## config.mk

```make
export PLATFORM = sky130hd
export DESIGN_NAME = ccglue_top
export DESIGN_NICKNAME = d
export VERILOG_FILES = /design/src/ccglue_pkg.sv /design/src/ccglue_top.sv /design/src/ccglue_tick.sv
export SDC_FILE = /design/constraint.sdc
export NUM_CORES = 1
export LEC_CHECK = 0
export ABC_CLOCK_PERIOD_IN_PS = 3450
export BUFFER_PORTS_ARGS = -buffer_cell sky130_fd_sc_hd__buf_2
export CAP_MARGIN = 0
export CORE_UTILIZATION = 28
export CTS_CLUSTER_SIZE = 24
export DETAILED_ROUTE_END_ITERATION = 7
export PLACE_DENSITY = 0.56
export SETUP_SLACK_MARGIN = 0.1
export SKIP_CTS_REPAIR_TIMING = 1
export SLEW_MARGIN = 20
export SYNTH_ARGS = -nofsm -noshare
export SYNTH_HDL_FRONTEND = slang
export SYNTH_SLANG_ARGS = --single-unit
```

## constraint.sdc

```tcl
create_clock -name clk_i -period 3.45 [get_ports clk_i]
set_input_delay 0.345 -clock clk_i [delete_from_list [all_inputs] [get_ports clk_i]]
set_output_delay 0.345 -clock clk_i [all_outputs]
set_load 0.005 [all_outputs]
```

## src/ccglue_pkg.sv

```systemverilog
// Package of constants for the processor card glue logic.
package ccglue_pkg;

	// ----------------------------------------
	// Clock and timing
	// ----------------------------------------
	localparam int unsigned CLK_HZ          = 40000000;
	// Refresh tick period in nanoseconds (3.2768 ms).
	localparam int unsigned REFRESH_NS      = 3276800;
	localparam int unsigned REFRESH_CYCLES  = REFRESH_NS / (1000000000 / CLK_HZ);
	// Default bus-error timeout in cycles.
	localparam int unsigned BERR_CYCLES     = 256;
	// Self-test length in cycles after reset.
	localparam int unsigned SELFTEST_CYCLES = 64;

	// ----------------------------------------
	// Address map (upper address nibble selects the region)
	// ----------------------------------------
	localparam logic [3:0] REG_BOOT    = 4'h0;
	localparam logic [3:0] REG_SRAM32  = 4'h1;
	localparam logic [3:0] REG_SRAM8   = 4'h2;
	localparam logic [3:0] REG_IO      = 4'hE;
	localparam logic [3:0] REG_BACK    = 4'hF;
	// Offsets inside the I/O region.
	localparam logic [27:0] IO_LATCH   = 28'h0000000;
	localparam logic [27:0] IO_REFRESH = 28'h0000010;
	// Position of the warning bit in the output latch.
	localparam int unsigned LATCH_PFW_BIT = 0;
	localparam logic [7:0]  LATCH_RESET   = 8'h00;
	// Byte-wide bank number field position.
	localparam int unsigned BANK_LSB      = 18;

	// ----------------------------------------
	// Interrupt levels
	// ----------------------------------------
	localparam logic [2:0] IPL_REFRESH = 3'h6;
	localparam logic [2:0] IPL_NONE    = 3'h0;

endpackage

```

## src/ccglue_top.sv

```systemverilog
// Processor card glue logic: decode, bus error, interrupts, refresh, power fail.
`timescale 1ns/1ps
// Summary of operation
// - Decode processor address into strobes and selects for backplane, SRAM, boot ROM.
// - Acknowledge every decoded target locally except backplane, whose acknowledge passes through.
// - Bus-error timer counts while address strobe asserted, clears on negation.
// - Strobe held past timeout asserts bus error to the processor.
// - Interrupt sources encode into one priority level on processor inputs.
// - Power-fail warning tells other cards a system reset will follow.
// - Warning is driven from one bit of a processor-writable output latch.
// - Processor asserts warning on a serious system error by setting the bit.
// - Backplane chip watchdog failure also asserts the warning.
// - Periodic timer interrupts the processor every 3.2768 ms for refresh.
// - Write to the refresh address is decoded as a DRAM refresh cycle.
// - SRAM decode gives one 32-bit bank select and four byte-wide selects.
// - During power fail all processor accesses to buffered SRAM are blocked.
// - Card self-test runs after every system reset.
// - Warning line is open-drain so the power converter may also drive it.
module ccglue_top #(
	parameter int unsigned BERR_TIMEOUT = ccglue_pkg::BERR_CYCLES,
	parameter int unsigned REFRESH_PER  = ccglue_pkg::REFRESH_CYCLES,
	parameter int unsigned TEST_LEN     = ccglue_pkg::SELFTEST_CYCLES,
	parameter int unsigned IRQ_N        = 6
) (
	// Clock and reset
	input  wire logic             clk_i,
	input  wire logic             reset_n_i,
	// Processor bus
	input  wire logic [31:0]      addr_i,
	input  wire logic [7:0]       wdata_i,
	input  wire logic             as_n_i,
	input  wire logic             ds_n_i,
	input  wire logic             rw_i,
	output logic                  dsack_n_o,
	output logic                  berr_n_o,
	output logic [2:0]            ipl_n_o,
	// Interrupt sources, index is level minus one
	input  wire logic [IRQ_N-1:0] irq_i,
	// Backplane bus interface chip
	output logic                  back_cs_n_o,
	output logic                  back_strb_n_o,
	input  wire logic             back_ack_n_i,
	input  wire logic             back_wdog_fail_i,
	// Memories
	output logic                  boot_cs_n_o,
	output logic                  sram32_cs_n_o,
	output logic [3:0]            sram8_cs_n_o,
	output logic                  mem_oe_n_o,
	output logic                  mem_we_n_o,
	output logic                  dram_refresh_o,
	// Power-fail warning, open drain
	input  wire logic             power_fail_warning_i,
	output logic                  power_fail_warning_o,
	output logic                  power_fail_warning_oe_n_o,
	// Self-test status
	output logic                  self_test_busy_o
);

	// ----------------------------------------
	// Address decode
	// ----------------------------------------
	wire       as_act   = !as_n_i;
	wire [3:0] region   = addr_i[31:28];
	wire       pf_now;
	wire       hit_boot = as_act && (region == ccglue_pkg::REG_BOOT);
	wire       hit_s32  = as_act && (region == ccglue_pkg::REG_SRAM32) && !pf_now;
	wire       hit_s8   = as_act && (region == ccglue_pkg::REG_SRAM8) && !pf_now;
	wire       hit_back = as_act && (region == ccglue_pkg::REG_BACK);
	wire       hit_io   = as_act && (region == ccglue_pkg::REG_IO);
	wire       wr_strb  = !ds_n_i && !rw_i;
	wire       hit_lat  = hit_io && (addr_i[27:0] == ccglue_pkg::IO_LATCH);
	wire       hit_ref  = hit_io && (addr_i[27:0] == ccglue_pkg::IO_REFRESH);
	wire [1:0] bank_sel = addr_i[ccglue_pkg::BANK_LSB +: 2];

	// Chip selects and strobes.
	assign boot_cs_n_o   = !hit_boot;
	assign sram32_cs_n_o = !hit_s32;
	assign back_cs_n_o   = !hit_back;
	assign back_strb_n_o = !(hit_back && !ds_n_i);
	assign mem_oe_n_o    = !(as_act && rw_i && !ds_n_i);
	assign mem_we_n_o    = !(as_act && wr_strb);

	// One select per byte-wide bank.
	genvar g;
	generate
		for (g = 0; g < 4; g++)
		begin : g_bank
			assign sram8_cs_n_o[g] = !(hit_s8 && (bank_sel == 2'(g)));
		end
	endgenerate

	// Local acknowledge or pass-through of the backplane acknowledge.
	wire local_hit = hit_boot || hit_s32 || hit_s8 || hit_lat || hit_ref;
	assign dsack_n_o = hit_back ? back_ack_n_i : !(local_hit && !ds_n_i);

	// ----------------------------------------
	// Bus-error watchdog
	// ----------------------------------------
	logic [31:0] berr_cnt_reg;
	logic [31:0] berr_cnt_next;
	logic        berr_reg;
	logic        berr_next;
	wire         berr_hit = (berr_cnt_reg >= 32'(BERR_TIMEOUT));

	// Count while strobe held, clear on negation.
	assign berr_cnt_next = !as_act ? 32'h00000000 : (berr_hit ? berr_cnt_reg : berr_cnt_reg + 32'h00000001);
	assign berr_next     = as_act && (berr_reg || berr_hit);

	// Timer registers.
	always_ff @(posedge clk_i or negedge reset_n_i)
	begin
		if (!reset_n_i)
		begin
			berr_cnt_reg <= 32'h00000000;
			berr_reg     <= 1'b0;
		end
		else
		begin
			berr_cnt_reg <= berr_cnt_next;
			berr_reg     <= berr_next;
		end
	end

	assign berr_n_o = !berr_reg;

	// ----------------------------------------
	// Refresh tick and interrupt encoding
	// ----------------------------------------
	logic tick;
	logic refresh_pend_reg;
	logic refresh_pend_next;
	logic dram_refresh_reg;
	logic ref_wr_reg;
	logic [2:0] ipl_reg;
	logic [2:0] ipl_next;
	wire  ref_wr = hit_ref && wr_strb;

	ccglue_tick #(
		.PERIOD (REFRESH_PER)
	) u_tick (
		.clk_i     (clk_i),
		.reset_n_i (reset_n_i),
		.tick_o    (tick)
	);

	// Pending refresh request: tick sets, refresh write clears, set wins.
	assign refresh_pend_next = tick || (refresh_pend_reg && !ref_wr);

	// Highest-priority encoder over all sources.
	function automatic logic [2:0] enc_level(input logic [IRQ_N-1:0] src, input logic ref_p);
		logic [2:0] lv;
		lv = ref_p ? ccglue_pkg::IPL_REFRESH : ccglue_pkg::IPL_NONE;
		for (int i = 0; i < IRQ_N; i++)
			if (src[i] && (3'(i + 1) > lv))
				lv = 3'(i + 1);
		return lv;
	endfunction

	assign ipl_next = enc_level(irq_i, refresh_pend_reg);

	// Interrupt and refresh registers; a long write still gives only one refresh pulse.
	always_ff @(posedge clk_i or negedge reset_n_i)
	begin
		if (!reset_n_i)
		begin
			refresh_pend_reg <= 1'b0;
			dram_refresh_reg <= 1'b0;
			ref_wr_reg       <= 1'b0;
			ipl_reg          <= ccglue_pkg::IPL_NONE;
		end
		else
		begin
			refresh_pend_reg <= refresh_pend_next;
			ref_wr_reg       <= ref_wr;
			dram_refresh_reg <= ref_wr && !ref_wr_reg;
			ipl_reg          <= ipl_next;
		end
	end

	assign ipl_n_o        = ~ipl_reg;
	assign dram_refresh_o = dram_refresh_reg;

	// ----------------------------------------
	// Output latch and power-fail warning
	// ----------------------------------------
	logic [7:0] latch_reg;
	logic [7:0] latch_next;
	logic       wdog_reg;

	// Processor writes the latch; warning bit signals serious error.
	assign latch_next = (hit_lat && wr_strb) ? wdata_i : latch_reg;

	// Latch and watchdog capture; both clear on reset.
	always_ff @(posedge clk_i or negedge reset_n_i)
	begin
		if (!reset_n_i)
		begin
			latch_reg <= ccglue_pkg::LATCH_RESET;
			wdog_reg  <= 1'b0;
		end
		else
		begin
			latch_reg <= latch_next;
			wdog_reg  <= wdog_reg || back_wdog_fail_i;
		end
	end

	wire pf_drive = latch_reg[ccglue_pkg::LATCH_PFW_BIT] || wdog_reg;
	// Open drain: only pull low, enable low while driving.
	assign power_fail_warning_o      = 1'b0;
	assign power_fail_warning_oe_n_o = !pf_drive;
	// Warning line is active low; any driver blocks the buffered SRAM.
	assign pf_now = !power_fail_warning_i || pf_drive;

	// ----------------------------------------
	// Self-test window after reset
	// ----------------------------------------
	logic [15:0] test_cnt_reg;
	wire         test_busy = (test_cnt_reg != 16'(TEST_LEN));

	// Counts once after each reset release.
	always_ff @(posedge clk_i or negedge reset_n_i)
	begin
		if (!reset_n_i)
			test_cnt_reg <= 16'h0000;
		else if (test_busy)
			test_cnt_reg <= test_cnt_reg + 16'h0001;
	end

	assign self_test_busy_o = test_busy;
endmodule

```

## src/ccglue_tick.sv

```systemverilog
// Periodic tick divider used for the refresh interrupt.
`timescale 1ns/1ps
module ccglue_tick #(
	parameter int unsigned PERIOD = ccglue_pkg::REFRESH_CYCLES
) (
	// Clock and reset
	input  wire logic clk_i,
	input  wire logic reset_n_i,
	// Tick output
	output logic      tick_o
);
	logic [31:0] cnt_reg;
	logic [31:0] cnt_next;
	logic        tick_reg;
	wire         wrap = (cnt_reg == 32'(PERIOD - 1));

	// Counter next value.
	assign cnt_next = wrap ? 32'h00000000 : cnt_reg + 32'h00000001;

	// Count and pulse once per period.
	always_ff @(posedge clk_i or negedge reset_n_i)
	begin
		if (!reset_n_i)
		begin
			cnt_reg  <= 32'h00000000;
			tick_reg <= 1'b0;
		end
		else
		begin
			cnt_reg  <= cnt_next;
			tick_reg <= wrap;
		end
	end

	assign tick_o = tick_reg;
endmodule

```

* After elaboration in Yosys (flattened, before gate mapping)
Cells that the tools add are included.
** Word-level totals
- Bits in registers :: 90
- Input bits :: 54
- Output and inout bits :: 19
- Logic and storage cells :: 106
** Cells by class
- $add $sub $neg :: 3
- Order comparisons :: 7
- Equal/unequal tests :: 11
- Multiplexer cells :: 11
- Bitwise operators :: 1
- Reduce and logical (&&, ||, !) cells :: 62
** Operators with widths (count)
- $mux 32 :: 3
- $add 32x1->32 const B :: 2
- $eq 32x17->1 const B :: 1
- $ge 32x9->1 const B :: 1
- $logic_and 1x1->1 :: 30
- $eq 28x5->1 const B :: 1
- $logic_not 28->1 :: 1
- $mux 3 :: 7
- $logic_not 1->1 :: 20
- $add 16x1->16 const B :: 1
- $ne 16x7->1 const B :: 1
- $gt 3x3->1 const A :: 3
- $logic_or 1x1->1 :: 9
- $eq 4x4->1 const B :: 2
- $gt 2x3->1 const A :: 2
- $eq 2x2->1 const B :: 2
- $eq 4x1->1 const B :: 1
- $eq 4x2->1 const B :: 1
- $logic_not 4->1 :: 1
- $gt 1x3->1 const A :: 1
- $not 3->3 :: 1
- $eq 2x1->1 const B :: 1
- $logic_not 2->1 :: 1
- $ne 2x2->1 const B :: 1
- $mux 1 :: 1

* Longest topological paths before layout
- Word-level depth :: 19
- Depth in mapped cells :: 7
- Depth with buffers taken out :: 6

* Hierarchy
Synthesis repeated with hierarchy kept, for this count alone.
** Second synthesis, totals
- Cell total of the unflattened synthesis :: 397
- Area total of the unflattened synthesis :: 4232.8 µm²
** Modules (own cells, without submodules)
- ccglue_top :: instances 1, cells an instance 245, area each 2577.5 µm²
- ccglue_tick :: instances 1, cells an instance 152, area each 1655.3 µm²

* Least setup slack after synthesis
No wires, ideal clock.
- Path kind :: register to output
- Start :: register wdog_reg
- End :: output port sram8_cs_n_o[0]
- Data arrival time :: 1.803 ns
- Slack :: 1.302 ns
- Cell stages (with the launch flop) :: 4
- Path buffers :: 0
- Cell sequence :: dfrtp_1 or3b_2 or4b_2 or3_1
** On the way
- Word-level cells in the longest chain between the ends :: 6
** RTL lines
- start: declaration :: line ccglue_top.sv:188 : logic wdog_reg;
- start signal: assignment :: line ccglue_top.sv:204 : wdog_reg <= wdog_reg || back_wdog_fail_i;
- $logic_or 1x1->1 :: line ccglue_top.sv:208 : wire pf_drive = latch_reg[ccglue_pkg::LATCH_PFW_BIT] || wdog_reg;
- $logic_or 1x1->1 :: line ccglue_top.sv:213 : assign pf_now = !power_fail_warning_i || pf_drive;
- $logic_not 1->1 :: line ccglue_top.sv:67 : wire hit_s8 = as_act && (region == ccglue_pkg::REG_SRAM8) && !pf_now;
- $logic_and 1x1->1 :: line ccglue_top.sv:67
- $logic_and 1x1->1 :: line ccglue_top.sv:88 : assign sram8_cs_n_o[g] = !(hit_s8 && (bank_sel == 2'(g)));
- $logic_not 1->1 :: line ccglue_top.sv:88
- end: declaration :: line ccglue_top.sv:47 : output logic [3:0] sram8_cs_n_o,
Every way passes these cells.

* Final worst setup path
Same ends and word-level chain as after synthesis.

==> impl_results.md <==
* Outcome: finished, final reports clean
* Layout cells sized above 1 at 19.7%
* Highest Signal Layer: met4
* TNS Setup at 0 ps
* #FFs+latches synth at 90
* Worst Hold Class: in -> async
* Asr flop ratio synth at 100%
* Ys Warns at 0
* RR Endpoint: u_tick.cnt_reg[20]
* Endpoints failing setup at 0
* Worst VDD drop at 234 µV
* Post-Syn Area per Cell at approximately 11 µm²
* CP Launch Type: flop
* CTS Buf Count at 9
* Final Util at 34.3%
* Worst Tran Pin Value at 1000 ps
* RSZ-0062 raised after global routing: false
* DRT met1 WL at 3790 µm
* Clock Pin Slew Worst Setup and Hold Paths at 60 ps
* Via Count at 3,101
* CP Max Fanout at 3
* R2R setup slack at 1230 ps
* Die ar. at ~0.015 mm²
* RD Place Congestion at 0.727
* Worst r2r src: u_tick.cnt_reg[0]
* Final Hold Vio Count at 0
* Max cap viols at 0
* CTS root buffer: clkbuf_16
* Gr usage total at between 10% and 20%
* Ant diodes at 0
* Final wirelength at 8110 µm
* Data required, critical path at 3110 ps
* Initial DRC count at 136
* WS Path Type: reg -> out
* Max frequency at 0.373 GHz
* Initial Util at 28.6%
* Worst Path Arrival at roughly 2300 ps
* Placed Area at 0.00467 mm²
* I/O Buffers at 64
* WL/cell at 12.5 µm
* Vias in the first global route at 3,053
* Fin area at about 0.0050 mm²
* Leak Pwr at 2.21 nW
* Die X at 124 µm
* Distinct cells, synth at 48
* WL met3 at approximately 350 µm
* Register area share after synthesis at 54.4%
* Largest net degree at the start of global routing at 91
* HPWL Detailed at 5650 µm
* Core area at between 0.01 and 0.015 mm²
* Tcrit/Tclk final at 77.7%
* Post-synth EDFFs at 0
* # IOs at 73
* Met2 WL at 3800 µm
* Power per cell area at 424 mW/mm²
* Main synth FF type: dfrtp_1
* Die Y at 124 µm
* Max clock buf depth at 2
* Vias/cell at 4.77
* Crit path time final at 2680 ps
* Cell row count at 44
* Post-route ant nets at 0
* H-tree depth at 3
* Initial antenna violation count at 0
* Layout area overhead at 19.9%
* Crit end category: primary output
* Reg2Reg Depth at 5
* Max-slew violation count at 0
* CTS Sinks at 90
* Grt total ovfl at 0
* NumNets Final at between 500 and 600
* Mapped cell area at 0.00414 mm²
* Synth Instances at just under 400
* CTS tree: yes
* First-pass GRT wire length at 13,700 µm
* Relative slew slack at between 30% and 40%
* First-pass detailed-route iteration total at 4
* Net count after synthesis at 452
* Residual DRC at 0
* Clk_lat worst skew at approximately 340 ps
* Worst Skew at just over 6 ps
[metal layers]
metal,vias up,track usage (%)
met4,0,5.87
met2,68,19.1
met5,-,0
li1,1534,-
met1,1488,14.3
met3,11,2.61
[worst max-delay path, stage by stage, from the launching register on]
cell	delay, ps
dfrtp_1	380
or3b_2	510
or4b_2	660
or3_1	320
buf_2	130
[report_power, final]
group          switching, mW  total, mW  internal [mW]
Clock                  0.394      0.956          0.562
Sequential           0.00432       1.06           1.06
Combinational         0.0502     0.0823         0.0321
Total                  0.449       2.10           1.65
[how the worst max path moves through the flow]
stage                     depth (start not counted)     start  slack, ps              end
final                                             4  wdog_reg        770  sram8_cs_n_o[0]
after CTS                                         4  wdog_reg        750  sram8_cs_n_o[0]
after detailed placement                          5    as_n_i        780  sram8_cs_n_o[0]
after floorplan                                   3  wdog_reg       1300  sram8_cs_n_o[0]
after global placement                            5    as_n_i        800  sram8_cs_n_o[0]
after global routing                              5    as_n_i        690  sram8_cs_n_o[0]
[Yosys cell counts, types with 7 or more instances]
cell type,number,share of area (%)
nor4_1,26,3.9
nor3_1,7,0.85
nor2b_1,29,4.4
nand2_1,24,2.2
inv_1,17,1.5
xor2_1,8,1.7
nand3_1,27,3.3
a21oi_1,7,0.85
dfrtp_1,90,54
xnor2_1,30,6.3
nor2_1,25,2.3
o21ai_0,9,1.1
or3_1,7,1.1
nand4_1,18,2.7
and4_1,7,1.5
[layout make-up]
type,instances,area (µm²)
clock inverters,4,52.6
clock buffers,12,236
well taps,184,230
multi-input cells,276,1780
fillers,1466,9510
inverters,17,63.8
repair buffers,67,349
flip-flops and latches,90,2250
[stage by stage]
stage | setup slack [ps] | power, mW | hold WS (ps) | std cells
after floorplan | 1300 | 1.11 | 49.4 | 393
after global placement | 799 | 1.17 | 383 | 634
after detailed placement | 775 | 1.17 | 394 | 634
after CTS | 745 | 2.13 | 199 | 650
after global routing | 685 | 2.19 | 158 | 650
final | 770 | 2.10 | 51.3 | 650
[cells by family after synthesis]
| kind of cell | after synthesis | synth area share (%) |
|---|---|---|
| other cells | 1 | 0.0906 |
| xor+xnor | 38 | 8.04 |
| mux | 7 | 1.87 |
| buf+inv | 27 | 2.60 |
| compound gates | 28 | 4.20 |
| fa+ha+maj | 6 | 1.75 |
| simple gates | 196 | 27.0 |
| flops | 90 | 54.4 |
[cell usage in the layout (no fill, tap or decap), types with 2 or more instances in the layout]
master / count
nor3_1: 7
or2_2: 2
nand2b_1: 2
or3_1: 7
and2_1: 3
clkbuf_1: 3
mux2_2: 6
or4_1: 5
nand2_1: 24
buf_4: 3
dfrtp_1: 90
a21o_1: 2
and4_1: 7
a211oi_1: 2
clkbuf_16: 9
nor2b_1: 29
ha_1: 5
nor2_1: 25
inv_1: 17
a21oi_1: 7
buf_2: 63
nand4_1: 18
o21ai_0: 9
nand3_1: 27
nor4_1: 26
and3_1: 6
clkinvlp_4: 3
xnor2_1: 30
xor2_1: 8
(Power assumes the default switching activity.)
